===== config.mk =====
export PLATFORM = sky130hd
export DESIGN_NAME = serial_adc_readout
export DESIGN_NICKNAME = d
export VERILOG_FILES = /design/src/shared/adc_readout_pkg.sv /design/src/design/serial_adc_readout.sv
export VERILOG_INCLUDE_DIRS = /design/src /design/src/shared
export SDC_FILE = /design/constraint.sdc
export NUM_CORES = 1
export LEC_CHECK = 0
export BUFFER_PORTS_ARGS = -buffer_cell sky130_fd_sc_hd__buf_2
export CELL_PAD_IN_SITES_DETAIL_PLACEMENT = 1
export CELL_PAD_IN_SITES_GLOBAL_PLACEMENT = 2
export CORE_MARGIN = 2
export CORE_UTILIZATION = 29
export DETAILED_ROUTE_END_ITERATION = 16
export GPL_TIMING_DRIVEN = 0
export PLACE_DENSITY_LB_ADDON = 0.1
export SETUP_SLACK_MARGIN = 0.5
export SYNTH_ARGS = -nofsm -noshare
export SYNTH_HDL_FRONTEND = slang
export SYNTH_SLANG_ARGS = --single-unit

===== constraint.sdc =====
create_clock -name ref_clk_i -period 2.2 [get_ports ref_clk_i]
set_input_delay 0.22 -clock ref_clk_i [delete_from_list [all_inputs] [get_ports ref_clk_i]]
set_output_delay 0.22 -clock ref_clk_i [all_outputs]
set_load 0.02 [all_outputs]

===== src/shared/adc_readout_params.svh =====
`ifndef ADC_READOUT_PARAMS_SVH
`define ADC_READOUT_PARAMS_SVH
`define CLK_PERIOD_NS 10
`define CONV_TIME_NS 8500
`define CONV_CYCLES ((`CONV_TIME_NS) / (`CLK_PERIOD_NS))
`define RESULT_BITS 12
`define FRAME_BITS 13
`define BIT_CNT_W 4
`define CONV_CNT_W 10
`endif


===== src/shared/adc_readout_pkg.sv =====
package adc_readout_pkg;
    typedef enum logic [1:0] {
        ST_IDLE = 2'b00,
        ST_CONV = 2'b01,
        ST_SHIFT = 2'b10
    } conv_state_e;

    typedef struct packed {
        logic data_o;
        logic data_oe;
    } dout_pin_s;

    typedef struct packed {
        logic [11:0] result;
    } sample_word_s;
endpackage : adc_readout_pkg


===== src/design/serial_adc_readout.sv =====
`timescale 1ns/100ps
`include "adc_readout_params.svh"
module serial_adc_readout (
    input wire logic ref_clk_i,
    input wire logic rst_n_i,
    input wire logic cs_n_i,
    input wire logic sclk_i,
    input wire logic [11:0] sample_i,
    output logic dout_o,
    output logic dout_oe_o,
    output logic busy_o
);
    // ****************************************
    // input synchronisers
    // ****************************************
    logic [1:0] cs_sync_r;
    logic [1:0] sclk_sync_r;
    logic cs_d_r;
    logic sclk_d_r;

    always_ff @(posedge ref_clk_i) begin
        if (!rst_n_i) begin
            cs_sync_r <= 2'h3;
            sclk_sync_r <= 2'h0;
            cs_d_r <= 1'b1;
            sclk_d_r <= 1'b0;
        end else begin
            cs_sync_r <= {cs_sync_r[0], cs_n_i};
            sclk_sync_r <= {sclk_sync_r[0], sclk_i};
            cs_d_r <= cs_sync_r[1];
            sclk_d_r <= sclk_sync_r[1];
        end
    end

    wire cs_low = ~cs_sync_r[1];
    wire cs_fall = cs_d_r & ~cs_sync_r[1];
    wire sclk_fall = sclk_d_r & ~sclk_sync_r[1];

    // ****************************************
    // conversion control
    // ****************************************
    adc_readout_pkg::conv_state_e state_r;
    adc_readout_pkg::conv_state_e state_nxt;
    logic [`CONV_CNT_W-1:0] conv_cnt_r;
    logic [`FRAME_BITS-1:0] shift_r;
    adc_readout_pkg::dout_pin_s pin;

    wire conv_done = (conv_cnt_r == `CONV_CNT_W'(`CONV_CYCLES - 1));

    always_comb begin
        state_nxt = state_r;
        unique case (state_r)
            adc_readout_pkg::ST_IDLE: begin
                if (cs_fall) begin
                    state_nxt = adc_readout_pkg::ST_CONV;
                end
            end
            adc_readout_pkg::ST_CONV: begin
                if (!cs_low) begin
                    state_nxt = adc_readout_pkg::ST_IDLE;
                end else if (conv_done) begin
                    state_nxt = adc_readout_pkg::ST_SHIFT;
                end
            end
            adc_readout_pkg::ST_SHIFT: begin
                if (!cs_low) begin
                    state_nxt = adc_readout_pkg::ST_IDLE;
                end
            end
            default: state_nxt = adc_readout_pkg::ST_IDLE;
        endcase
    end

    always_ff @(posedge ref_clk_i) begin
        if (!rst_n_i) begin
            state_r <= adc_readout_pkg::ST_IDLE;
        end else begin
            state_r <= state_nxt;
        end
    end

    // the counter only runs during conversion; sclk is ignored meanwhile
    always_ff @(posedge ref_clk_i) begin
        if (!rst_n_i) begin
            conv_cnt_r <= '0;
        end else if (state_r == adc_readout_pkg::ST_CONV) begin
            conv_cnt_r <= conv_cnt_r + `CONV_CNT_W'(1);
        end else begin
            conv_cnt_r <= '0;
        end
    end

    // leading 1 sits at the top; zeros fill from below after the LSB
    always_ff @(posedge ref_clk_i) begin
        if (!rst_n_i) begin
            shift_r <= '0;
        end else if (state_r == adc_readout_pkg::ST_CONV && conv_done && cs_low) begin
            shift_r <= {1'b1, sample_i};
        end else if (state_r == adc_readout_pkg::ST_SHIFT && sclk_fall) begin
            shift_r <= {shift_r[`FRAME_BITS-2:0], 1'b0};
        end
    end

    // ****************************************
    // result pin
    // ****************************************
    assign pin.data_oe = cs_low && (state_r != adc_readout_pkg::ST_IDLE || cs_fall);
    assign pin.data_o = (state_r == adc_readout_pkg::ST_SHIFT) ? shift_r[`FRAME_BITS-1] : 1'b0;

    always_ff @(posedge ref_clk_i) begin
        if (!rst_n_i) begin
            dout_o <= 1'b0;
            dout_oe_o <= 1'b0;
            busy_o <= 1'b0;
        end else begin
            dout_o <= pin.data_o;
            dout_oe_o <= pin.data_oe;
            busy_o <= (state_nxt == adc_readout_pkg::ST_CONV);
        end
    end

    // busy length counted apart from the conversion counter, so a wrong terminal count shows
    logic [`CONV_CNT_W-1:0] busy_len_r;

    always_ff @(posedge ref_clk_i) begin
        if (!rst_n_i) begin
            busy_len_r <= '0;
        end else if (busy_o) begin
            busy_len_r <= busy_len_r + `CONV_CNT_W'(1);
        end else begin
            busy_len_r <= '0;
        end
    end
endmodule : serial_adc_readout


After elaboration in Yosys (flattened, before gate mapping)
Index checks and enable logic that the tools add are counted.
{ "word_totals": {"ff_bits": 34, "in_bits": 16, "out_inout_bits": 3, "wordCells": 36} }
{ "classes": {"add_sub_neg": 1, "n_eq_ne": 4, "n_mux": 7, "bitwise_logic": 4, "n_reduce_logical": 10} }
{ "op_table": {"columns": ["op", "n"], "rows": [
  ["13-bit 2-to-1 mux", 2],
  ["10-bit by 1-bit adder with 10-bit output, second input constant", 1],
  ["10-bit == test, second input constant", 1],
  ["2-bit 2-to-1 mux", 4],
  ["2-bit case mux with 3 select lines", 1],
  ["2-bit by 1-bit == test with 1-bit output, second input constant", 2],
  ["1-bit logical AND", 4],
  ["2-bit AND reduction", 2],
  ["2-bit nonzero test", 2],
  ["1-bit bitwise AND", 2],
  ["2-bit == test, second input constant", 1],
  ["2-bit logical NOT", 1],
  ["1-bit inverter", 2],
  ["1-bit logical OR", 1]
]} }

Depth between registers and ports, before layout
Gate-level depths: netlist of the first run.
{ "depth": {"ltp_word": 5, "ltp_mapped": 7, "ltp_nobuf": 5} }

Worst setup path before layout of the first run
Ideal clock, no wire load.
{ "synth_timing": {"kind": "reg-to-reg", "from": "reg conv_cnt_r[0]", "to": "reg shift_r[2]", "setup_time_ns": 0.066, "arrival_time_ns": 1.753, "required_ns": 2.134, "setup_slack_ns": 0.381, "path_stages_with_launch": 7, "path_buffers": 2, "period_less_slack_ns": 1.819, "path_cell_list": "dfxtp_1 -> ha_1 -> or3b_4 -> or4_1 -> buf_2 -> buf_6 -> a21oi_2"} }
{ "synth_between": {"elab_chain_cells": 4, "word_cells_on_any_way": 5, "classes_between": "1 x eq/ne; 1 x mux; 3 x reduce/logical"} }
{ "synth_lines": {"columns": ["element", "line", "source"], "rows": [
  ["start, declared", "serial_adc_readout.sv:44", "logic [`CONV_CNT_W-1:0] conv_cnt_r;"],
  ["start signal, assigned", "serial_adc_readout.sv:87", "conv_cnt_r <= conv_cnt_r + `CONV_CNT_W'(1);"],
  ["10-bit == test *", "serial_adc_readout.sv:48", "wire conv_done = (conv_cnt_r == `CONV_CNT_W'(`CONV_CYCLES - 1));"],
  ["1-bit logical AND * (2 in series)", "serial_adc_readout.sv:97", "end else if (state_r == adc_readout_pkg::ST_CONV && conv_done && cs_low) begin"],
  ["13-bit 2-to-1 mux or 2-bit nonzero test (tied branches)", null, null],
  ["end signal, assigned", "serial_adc_readout.sv:98", "shift_r <= {1'b1, sample_i};"],
  ["end signal, assigned", "serial_adc_readout.sv:100", "shift_r <= {shift_r[`FRAME_BITS-2:0], 1'b0};"],
  ["end, declared", "serial_adc_readout.sv:45", "logic [`FRAME_BITS-1:0] shift_r;"]
]} }
Every way passes the cells marked *; elsewhere a longest branch is shown, timed or not.
A chain may end at the register's enable or synchronous reset.

Worst setup path in the final report of the first run
{ "layout_timing": {"from": "reg conv_cnt_r[1]", "to": "reg shift_r[8]"} }
Same word-level chain as after synthesis.

==> flow_metrics.env, run 1 <==
export IMPL_synth_async_sr_flop_share=0
export IMPL_hold_path_class="input port to register"
export IMPL_place_ws_ps=228
export IMPL_syn2layout_area_growth_pct=29.6
export IMPL_place_congestion=0.704
export IMPL_hpwl_mm=2.75
export IMPL_cts_buffers=5
export IMPL_worst_r2r_path_depth=7
export IMPL_grt_pass1_vias=1321
export IMPL_firstDrtPassIters=4
export IMPL_grt_max_degree=11
export IMPL_syn_inst=156
export IMPL_crit_required_ps=2430
export IMPL_synth_most_common_cell="dfxtp_1"
export IMPL_synthFlopType="dfxtp_1"
export IMPL_r2r_end="shift_r[8]"
export IMPL_grt_use_total=0.147
export IMPL_cap_viol_max_count=0
export IMPL_power_density_mw_per_mm2=563
export IMPL_drc_errors=0
export IMPL_fillCellCount=605
export IMPL_worst_pin_slew_ps=827
export IMPL_arrival_ps=2040
export IMPL_clk_pin_slew_ps=70
export IMPL_path_cells="inv_2 > ha_2 > or3b_4 > or4_4 > buf_6 > buf_12 > a21oi_2"
export IMPL_layout_drive_gt1_share=0.372
export IMPL_cp_max_fo=10
export IMPL_clock_latency_ps=290
export IMPL_setup_tns_final_ps=0
export IMPL_ir_drop_mv=0.237
export IMPL_crit_path_end_kind="register"
export IMPL_setup_ws_ps=386
export IMPL_io_pin_count=19
export IMPL_synthesis_area_mm2=0.00156
export IMPL_die_height_um=77.2
export IMPL_power_total_w=0.00114
export IMPL_synth_area_top_cells="dfxtp_1 (44%), mux2i_1 (8.4%), or4b_1 (7.1%)"
export IMPL_fmax_mhz=551
export IMPL_first_iter_violations=56
export IMPL_synth_common_cells="dfxtp_1 (34), mux2i_1 (13), o41ai_1 (11), or4b_1 (11), a21oi_2 (10)"
export IMPL_antenna_found_initial=0
export IMPL_finalMaxSlewViolations=0
export IMPL_fin_util=0.392
export IMPL_start_util=0.303
export IMPL_hold_viol_final=0
export IMPL_worstHoldStart="cs_n_i"
export IMPL_reg2reg_from="conv_cnt_r[1]"
export IMPL_wire_per_inst_um=15.9
export IMPL_port_buffers=18
export IMPL_synth_edf_count=0
export IMPL_synth_seq_cells=34
export IMPL_finish_net_count=202
export IMPL_start_kind="register"
export IMPL_outcome="finished clean"
export IMPL_dr_total_vias=1313
export IMPL_grt_pass1_wl_mm=6.80
export IMPL_holdPathEnd="cs_sync_r[0]"
export IMPL_synth_seq_area_share=0.438
export IMPL_yosysTopAreaCell="dfxtp_1"
export IMPL_drt_wl_total_mm=4.03
export IMPL_rrSetupSlack_ps=390
export IMPL_maxSlewHeadroom=0.449
export IMPL_rsz0062_at_grt="yes"
export IMPL_clk_path_buf_depth=2
export IMPL_vias_per_cell=5.19
export IMPL_core_area_mm2=0.00514
export IMPL_fin_crit_sh=0.825
export IMPL_slowest_delay_ps=430
export IMPL_ys_warn_count=0
export IMPL_cts_tree="done"
export IMPL_critical_path_slowest_cell="or4_4"
export IMPL_hold_buffers=0
export IMPL_regArea_um2=689
export IMPL_min_path_cells=2
export IMPL_critPathKind="register to register"
export IMPL_ant_nets=0
export IMPL_overflow=0
export IMPL_p_leak_nw=0.658
export IMPL_setup_viol=0
export IMPL_die_width_um=77.2
export IMPL_fin_crit_ps=1810
export IMPL_cts_root_buf="clkbuf_8"
export IMPL_synth_cell_types=31
export IMPL_row_count=26
export IMPL_antenna_cells=0
export IMPL_fin_skew_ps=6.42
export IMPL_avgSynthCellArea_um2=9.97
export IMPL_cts_sinks=34
export IMPL_die_area_mm2=0.00596
export IMPL_synth_nets=174
export IMPL_htreeDepth=2
export IMPL_multiInputGateArea_um2=951
export IMPL_yosysTopAreaCellShare=0.438
repair_timing:
item | CTS | global route
buffers inserted | 3 | 0
endpoints found under the hold margin | 0 | 0
pin swaps | 0 | 1
setup endpoints to repair | 15 | 14
resized for setup | 21 | 12
flip-flops by register name, summed over array words and instances, names as in the netlist:
| register | cells |
|---|---|
| dout_oe_o | 1 |
| cs_sync_r | 2 |
| cs_d_r | 1 |
| busy_o | 1 |
| conv_cnt_r | 10 |
| state_r | 2 |
| dout_o | 1 |
| shift_r | 13 |
| sclk_d_r | 1 |
| sclk_sync_r | 2 |
power breakdown:
part	internal [W]	total [W]	switching [W]	leakage, nW
Sequential	0.000619	0.000622	0.00000250	0.277
Combinational	0.0000289	0.0000594	0.0000306	0.338
Clock	0.000241	0.000454	0.000213	0.0431
Total	0.000889	0.00114	0.000246	0.658
routing by layer:
metal	up-vias	share of wire	routed length, um	track usage
met5	-	0	0	0
met4	0	0.018	73	0.0643
met3	5	0.044	176	0.0424
met2	25	0.45	1800	0.210
met1	640	0.49	1980	0.203
li1	643	-	-	-
worst max-delay path: cells and delay by family (launching register included):
family | cells | cell delay [ps]
AOI/OAI and AO/OA | 1 | 110
adders and majority gates | 1 | 140
buffers and inverters | 3 | 330
DFF | 1 | 340
and+or+nand+nor | 2 | 820
per-stage QoR:
| step | area [um2] | cells | hold WS, ps |
|---|---|---|---|
| after detailed placement | 1740 | 244 | 403 |
| after floorplan | 1560 | 156 | 321 |
| after global routing | 2020 | 253 | 109 |
| final | 2020 | 253 | 111 |
| after global placement | 1740 | 244 | 392 |
| after CTS | 1940 | 253 | 104 |
placed cells by master, fill, tap and decap left out, drive strengths merged, types with 3 or more instances in the layout:
cell type / count
dfxtp: 34
buf: 25
a21oi: 17
clkbuf: 15
mux2i: 13
or4b: 11
o41ai: 11
nor2: 8
nand2b: 6
nand3: 5
nand2: 4
o21ai: 4
or3: 4
and2: 3
or4: 3
how the worst max path moves through the flow:
stage / cells after the start / startpoint / slack [ps] / to
2_1_floorplan: 7 / conv_cnt_r[1] / 480 / shift_r[2]
3_3_place_gp: 5 / state_r[0] / 260 / shift_r[11]
3_5_place_dp: 5 / state_r[0] / 230 / shift_r[11]
4_1_cts: 7 / conv_cnt_r[1] / 390 / shift_r[4]
5_1_grt: 6 / conv_cnt_r[1] / 330 / shift_r[3]
6_report: 7 / conv_cnt_r[1] / 390 / shift_r[8]
cell families (layout without fill, tap and decap cells):
kind of cell / count (synthesis) / in the layout / share of synthesized area
simple gates: 53 / 53 / 0.228
buf+inv: 15 / 42 / 0.0434
flops: 34 / 34 / 0.438
compound gates: 36 / 36 / 0.175
xor+xnor: 3 / 3 / 0.0169
mux: 13 / 13 / 0.0837
fa+ha+maj: 2 / 2 / 0.0161
cell type report:
| cell class | count | share of cell area |
|---|---|---|
| multi-input cells | 107 | 0.472 |
| flip-flops and latches | 34 | 0.342 |
| repair buffers | 21 | 0.0559 |
| well taps | 70 | 0.0435 |
| plain buffers | 13 | 0.0422 |
| clock buffers | 6 | 0.0410 |
| inverters | 2 | 0.00372 |
Note: power is estimated with default switching activity, not from simulation.
==> run 2: changes to the inputs <==
ABC_AREA = 1   (was default)
clock period = 1.5 ns   (was 2.2 ns; I/O delays follow)
==> run 2 against run 1 <==
Utilization grew 1.6 points. Sequential power up 47%. Critical path depth grew 4.
==> flow_metrics.env, run 2 <==
export IMPL_outcome="finished clean"
export IMPL_largest_reg_flops=13
export IMPL_cts_root_buf="clkbuf_8"
export IMPL_io_pin_count=19
export IMPL_fin_skew_ps=10.4
export IMPL_ant_nets=0
export IMPL_cts_sinks=34
export IMPL_clk_path_buf_depth=2
export IMPL_p_leak_nw=0.866
export IMPL_power_total_w=0.00185
export IMPL_min_path_cells=3
export IMPL_synth_seq_area_share=0.436
export IMPL_overflow=0
export IMPL_fmax_mhz=703
export IMPL_synth_seq_cells=34
export IMPL_rrSetupSlack_ps=80
export IMPL_hold_path_class="input port to register"
export IMPL_layout_drive_gt1_share=0.407
export IMPL_setup_ws_ps=76.9
export IMPL_fillCellCount=652
export IMPL_crit_required_ps=1720
export IMPL_yosysTopAreaCellShare=0.436
export IMPL_port_buffers=18
export IMPL_synthesis_area_mm2=0.00156
export IMPL_hold_buffers=0
export IMPL_syn_inst=213
export IMPL_crit_path_end_kind="register"
export IMPL_cp_max_fo=6
export IMPL_fin_crit_ps=1420
export IMPL_clock_latency_ps=290
export IMPL_synth_nets=231
export IMPL_wire_per_inst_um=12.5
export IMPL_grt_use_total=0.143
export IMPL_holdPathEnd="sclk_sync_r[0]"
export IMPL_fin_util=0.408
export IMPL_grt_pass1_wl_mm=6.71
export IMPL_regMostFlops="shift_r"
export IMPL_power_density_mw_per_mm2=882
export IMPL_clk_pin_slew_ps=70
export IMPL_firstDrtPassIters=5
export IMPL_place_ws_ps=19.4
export IMPL_die_width_um=77.4
export IMPL_start_kind="register"
export IMPL_synth_cell_types=22
export IMPL_die_area_mm2=0.00598
export IMPL_arrival_ps=1640
export IMPL_hpwl_mm=2.83
export IMPL_critPathKind="register to register"
export IMPL_multiInputGateArea_um2=836
export IMPL_first_iter_violations=34
export IMPL_synth_area_top_cells="dfxtp_1 (44%), nand2_1 (13%), inv_1 (7.2%)"
export IMPL_ys_warn_count=0
export IMPL_place_congestion=0.772
export IMPL_fin_area_mm2=0.00210
export IMPL_mostFrequentLayoutCells="nand2_1 (42), dfxtp_1 (30), inv_1 (26), buf_2 (21), a21oi_1 (15)"
export IMPL_die_height_um=77.4
export IMPL_yosysTopAreaCell="dfxtp_1"
export IMPL_drc_errors=0
export IMPL_finalMaxSlewViolations=0
export IMPL_drt_wl_total_mm=3.97
export IMPL_hold_viol_final=0
export IMPL_r2r_end="shift_r[11]"
export IMPL_reg_top3="shift_r: 13 flops, conv_cnt_r: 10 flops"
export IMPL_grt_pass1_vias=1520
export IMPL_worst_r2r_path_depth=11
export IMPL_vias_per_cell=4.56
export IMPL_regArea_um2=691
export IMPL_start_util=0.304
export IMPL_antenna_found_initial=0
export IMPL_syn2layout_area_growth_pct=34.4
export IMPL_layout_commonest_cell="nand2_1"
export IMPL_reg2reg_from="conv_cnt_r[1]"
export IMPL_cap_viol_max_count=0
export IMPL_grt_max_degree=11
export IMPL_maxSlewHeadroom=0.537
export IMPL_synth_async_sr_flop_share=0
export IMPL_finish_net_count=266
export IMPL_core_area_mm2=0.00514
export IMPL_worstHoldStart="sclk_i"
export IMPL_synth_common_cells="nand2_1 (56), dfxtp_1 (34), inv_1 (30), a21oi_1 (17), nand3_1 (16)"
export IMPL_cts_buffers=5
export IMPL_cts_tree="done"
export IMPL_htreeDepth=2
export IMPL_synth_edf_count=0
export IMPL_row_count=26
export IMPL_post_dp_cell_area_mm2=0.00179
export IMPL_synth_most_common_cell="nand2_1"
export IMPL_avgSynthCellArea_um2=7.33
export IMPL_rsz0062_at_grt="yes"
export IMPL_antenna_cells=0
export IMPL_synthFlopType="dfxtp_1"
export IMPL_setup_viol=0
export IMPL_ir_drop_mv=0.543
export IMPL_worst_pin_slew_ps=695
export IMPL_dr_total_vias=1451
export IMPL_fin_crit_sh=0.949
[run 2: cell types whose count changed after synthesis, moves of 11 or more]
cell     before  now
nand4_1       1   13
nand2_1       4   56
nand3_1       5   16
mux2i_1      13    0
inv_1         2   30
or4b_1       11    0
o41ai_1      11    0
[run 2: final cells by class]
class / count / share of cell area
Clock inverter: 1 / 0.0143
Inverter: 34 / 0.0621
Buffer: 8 / 0.0286
Multi-Input combinational cell: 137 / 0.399
Timing Repair Buffer: 28 / 0.0859
Tap cell: 70 / 0.0418
Clock buffer: 6 / 0.0394
Sequential cell: 34 / 0.329
[run 2: worst max path at each step]
stage / endpoint / start
2_1_floorplan: shift_r[10] / conv_cnt_r[1]
3_3_place_gp: shift_r[9] / conv_cnt_r[1]
4_1_cts: shift_r[9] / conv_cnt_r[1]
3_5_place_dp: shift_r[6] / conv_cnt_r[1]
5_1_grt: shift_r[6] / conv_cnt_r[1]
6_report: shift_r[11] / conv_cnt_r[1]
[run 2: per-stage QoR]
stage | setup TNS [ps] | instances | hold WS, ps
6_report | 0 | 318 | 44.9
3_5_place_dp | 0 | 301 | 345
5_1_grt | -148 | 318 | 46.6
4_1_cts | 0 | 315 | 39.9
2_1_floorplan | 0 | 213 | 243
3_3_place_gp | 0 | 301 | 330
[run 2: kinds of logic (layout without fill, tap and decap cells)]
group           after synthesis  after routing  share of synthesized area
simple gates                108            108                      0.333
flops                        34             34                      0.436
buf+inv                      42             77                      0.114
fa+ha+maj                     2              2                     0.0160
compound gates               27             27                      0.101
[run 2: per-layer routing]
metal	vias to the layer above	wire length (um)	global-route usage
li1	749	-	-
met3	5	137	0.0442
met1	681	1650	0.154
met5	-	0	0
met4	0	58	0.0429
met2	16	2120	0.268
[run 2: power by group]
group,total (W),internal [W],switching (W)
Combinational,0.0000650,0.0000282,0.0000367
Sequential,0.000914,0.000908,0.00000538
Clock,0.000870,0.000532,0.000339
Total,0.00185,0.00147,0.000381
[run 2: repair_timing]
action | CTS | global route
buffers inserted | 6 | 3
hold endpoints to repair | 0 | 0
gates cloned | 1 | 0
resized for setup | 15 | 27
endpoints found under the setup margin | 26 | 26
pin swaps | 6 | 10
[run 2: worst max-delay path, stage by stage, from the launching register on]
cell and delay, ps:
dfxtp_2 330, inv_2 60, ha_4 120, nand2_2 50, inv_2 50, nand2_2 50, nor2_4 160, nand3_4 140
buf_6 170, nand2_1 50, nand2_1 60, a21oi_2 110
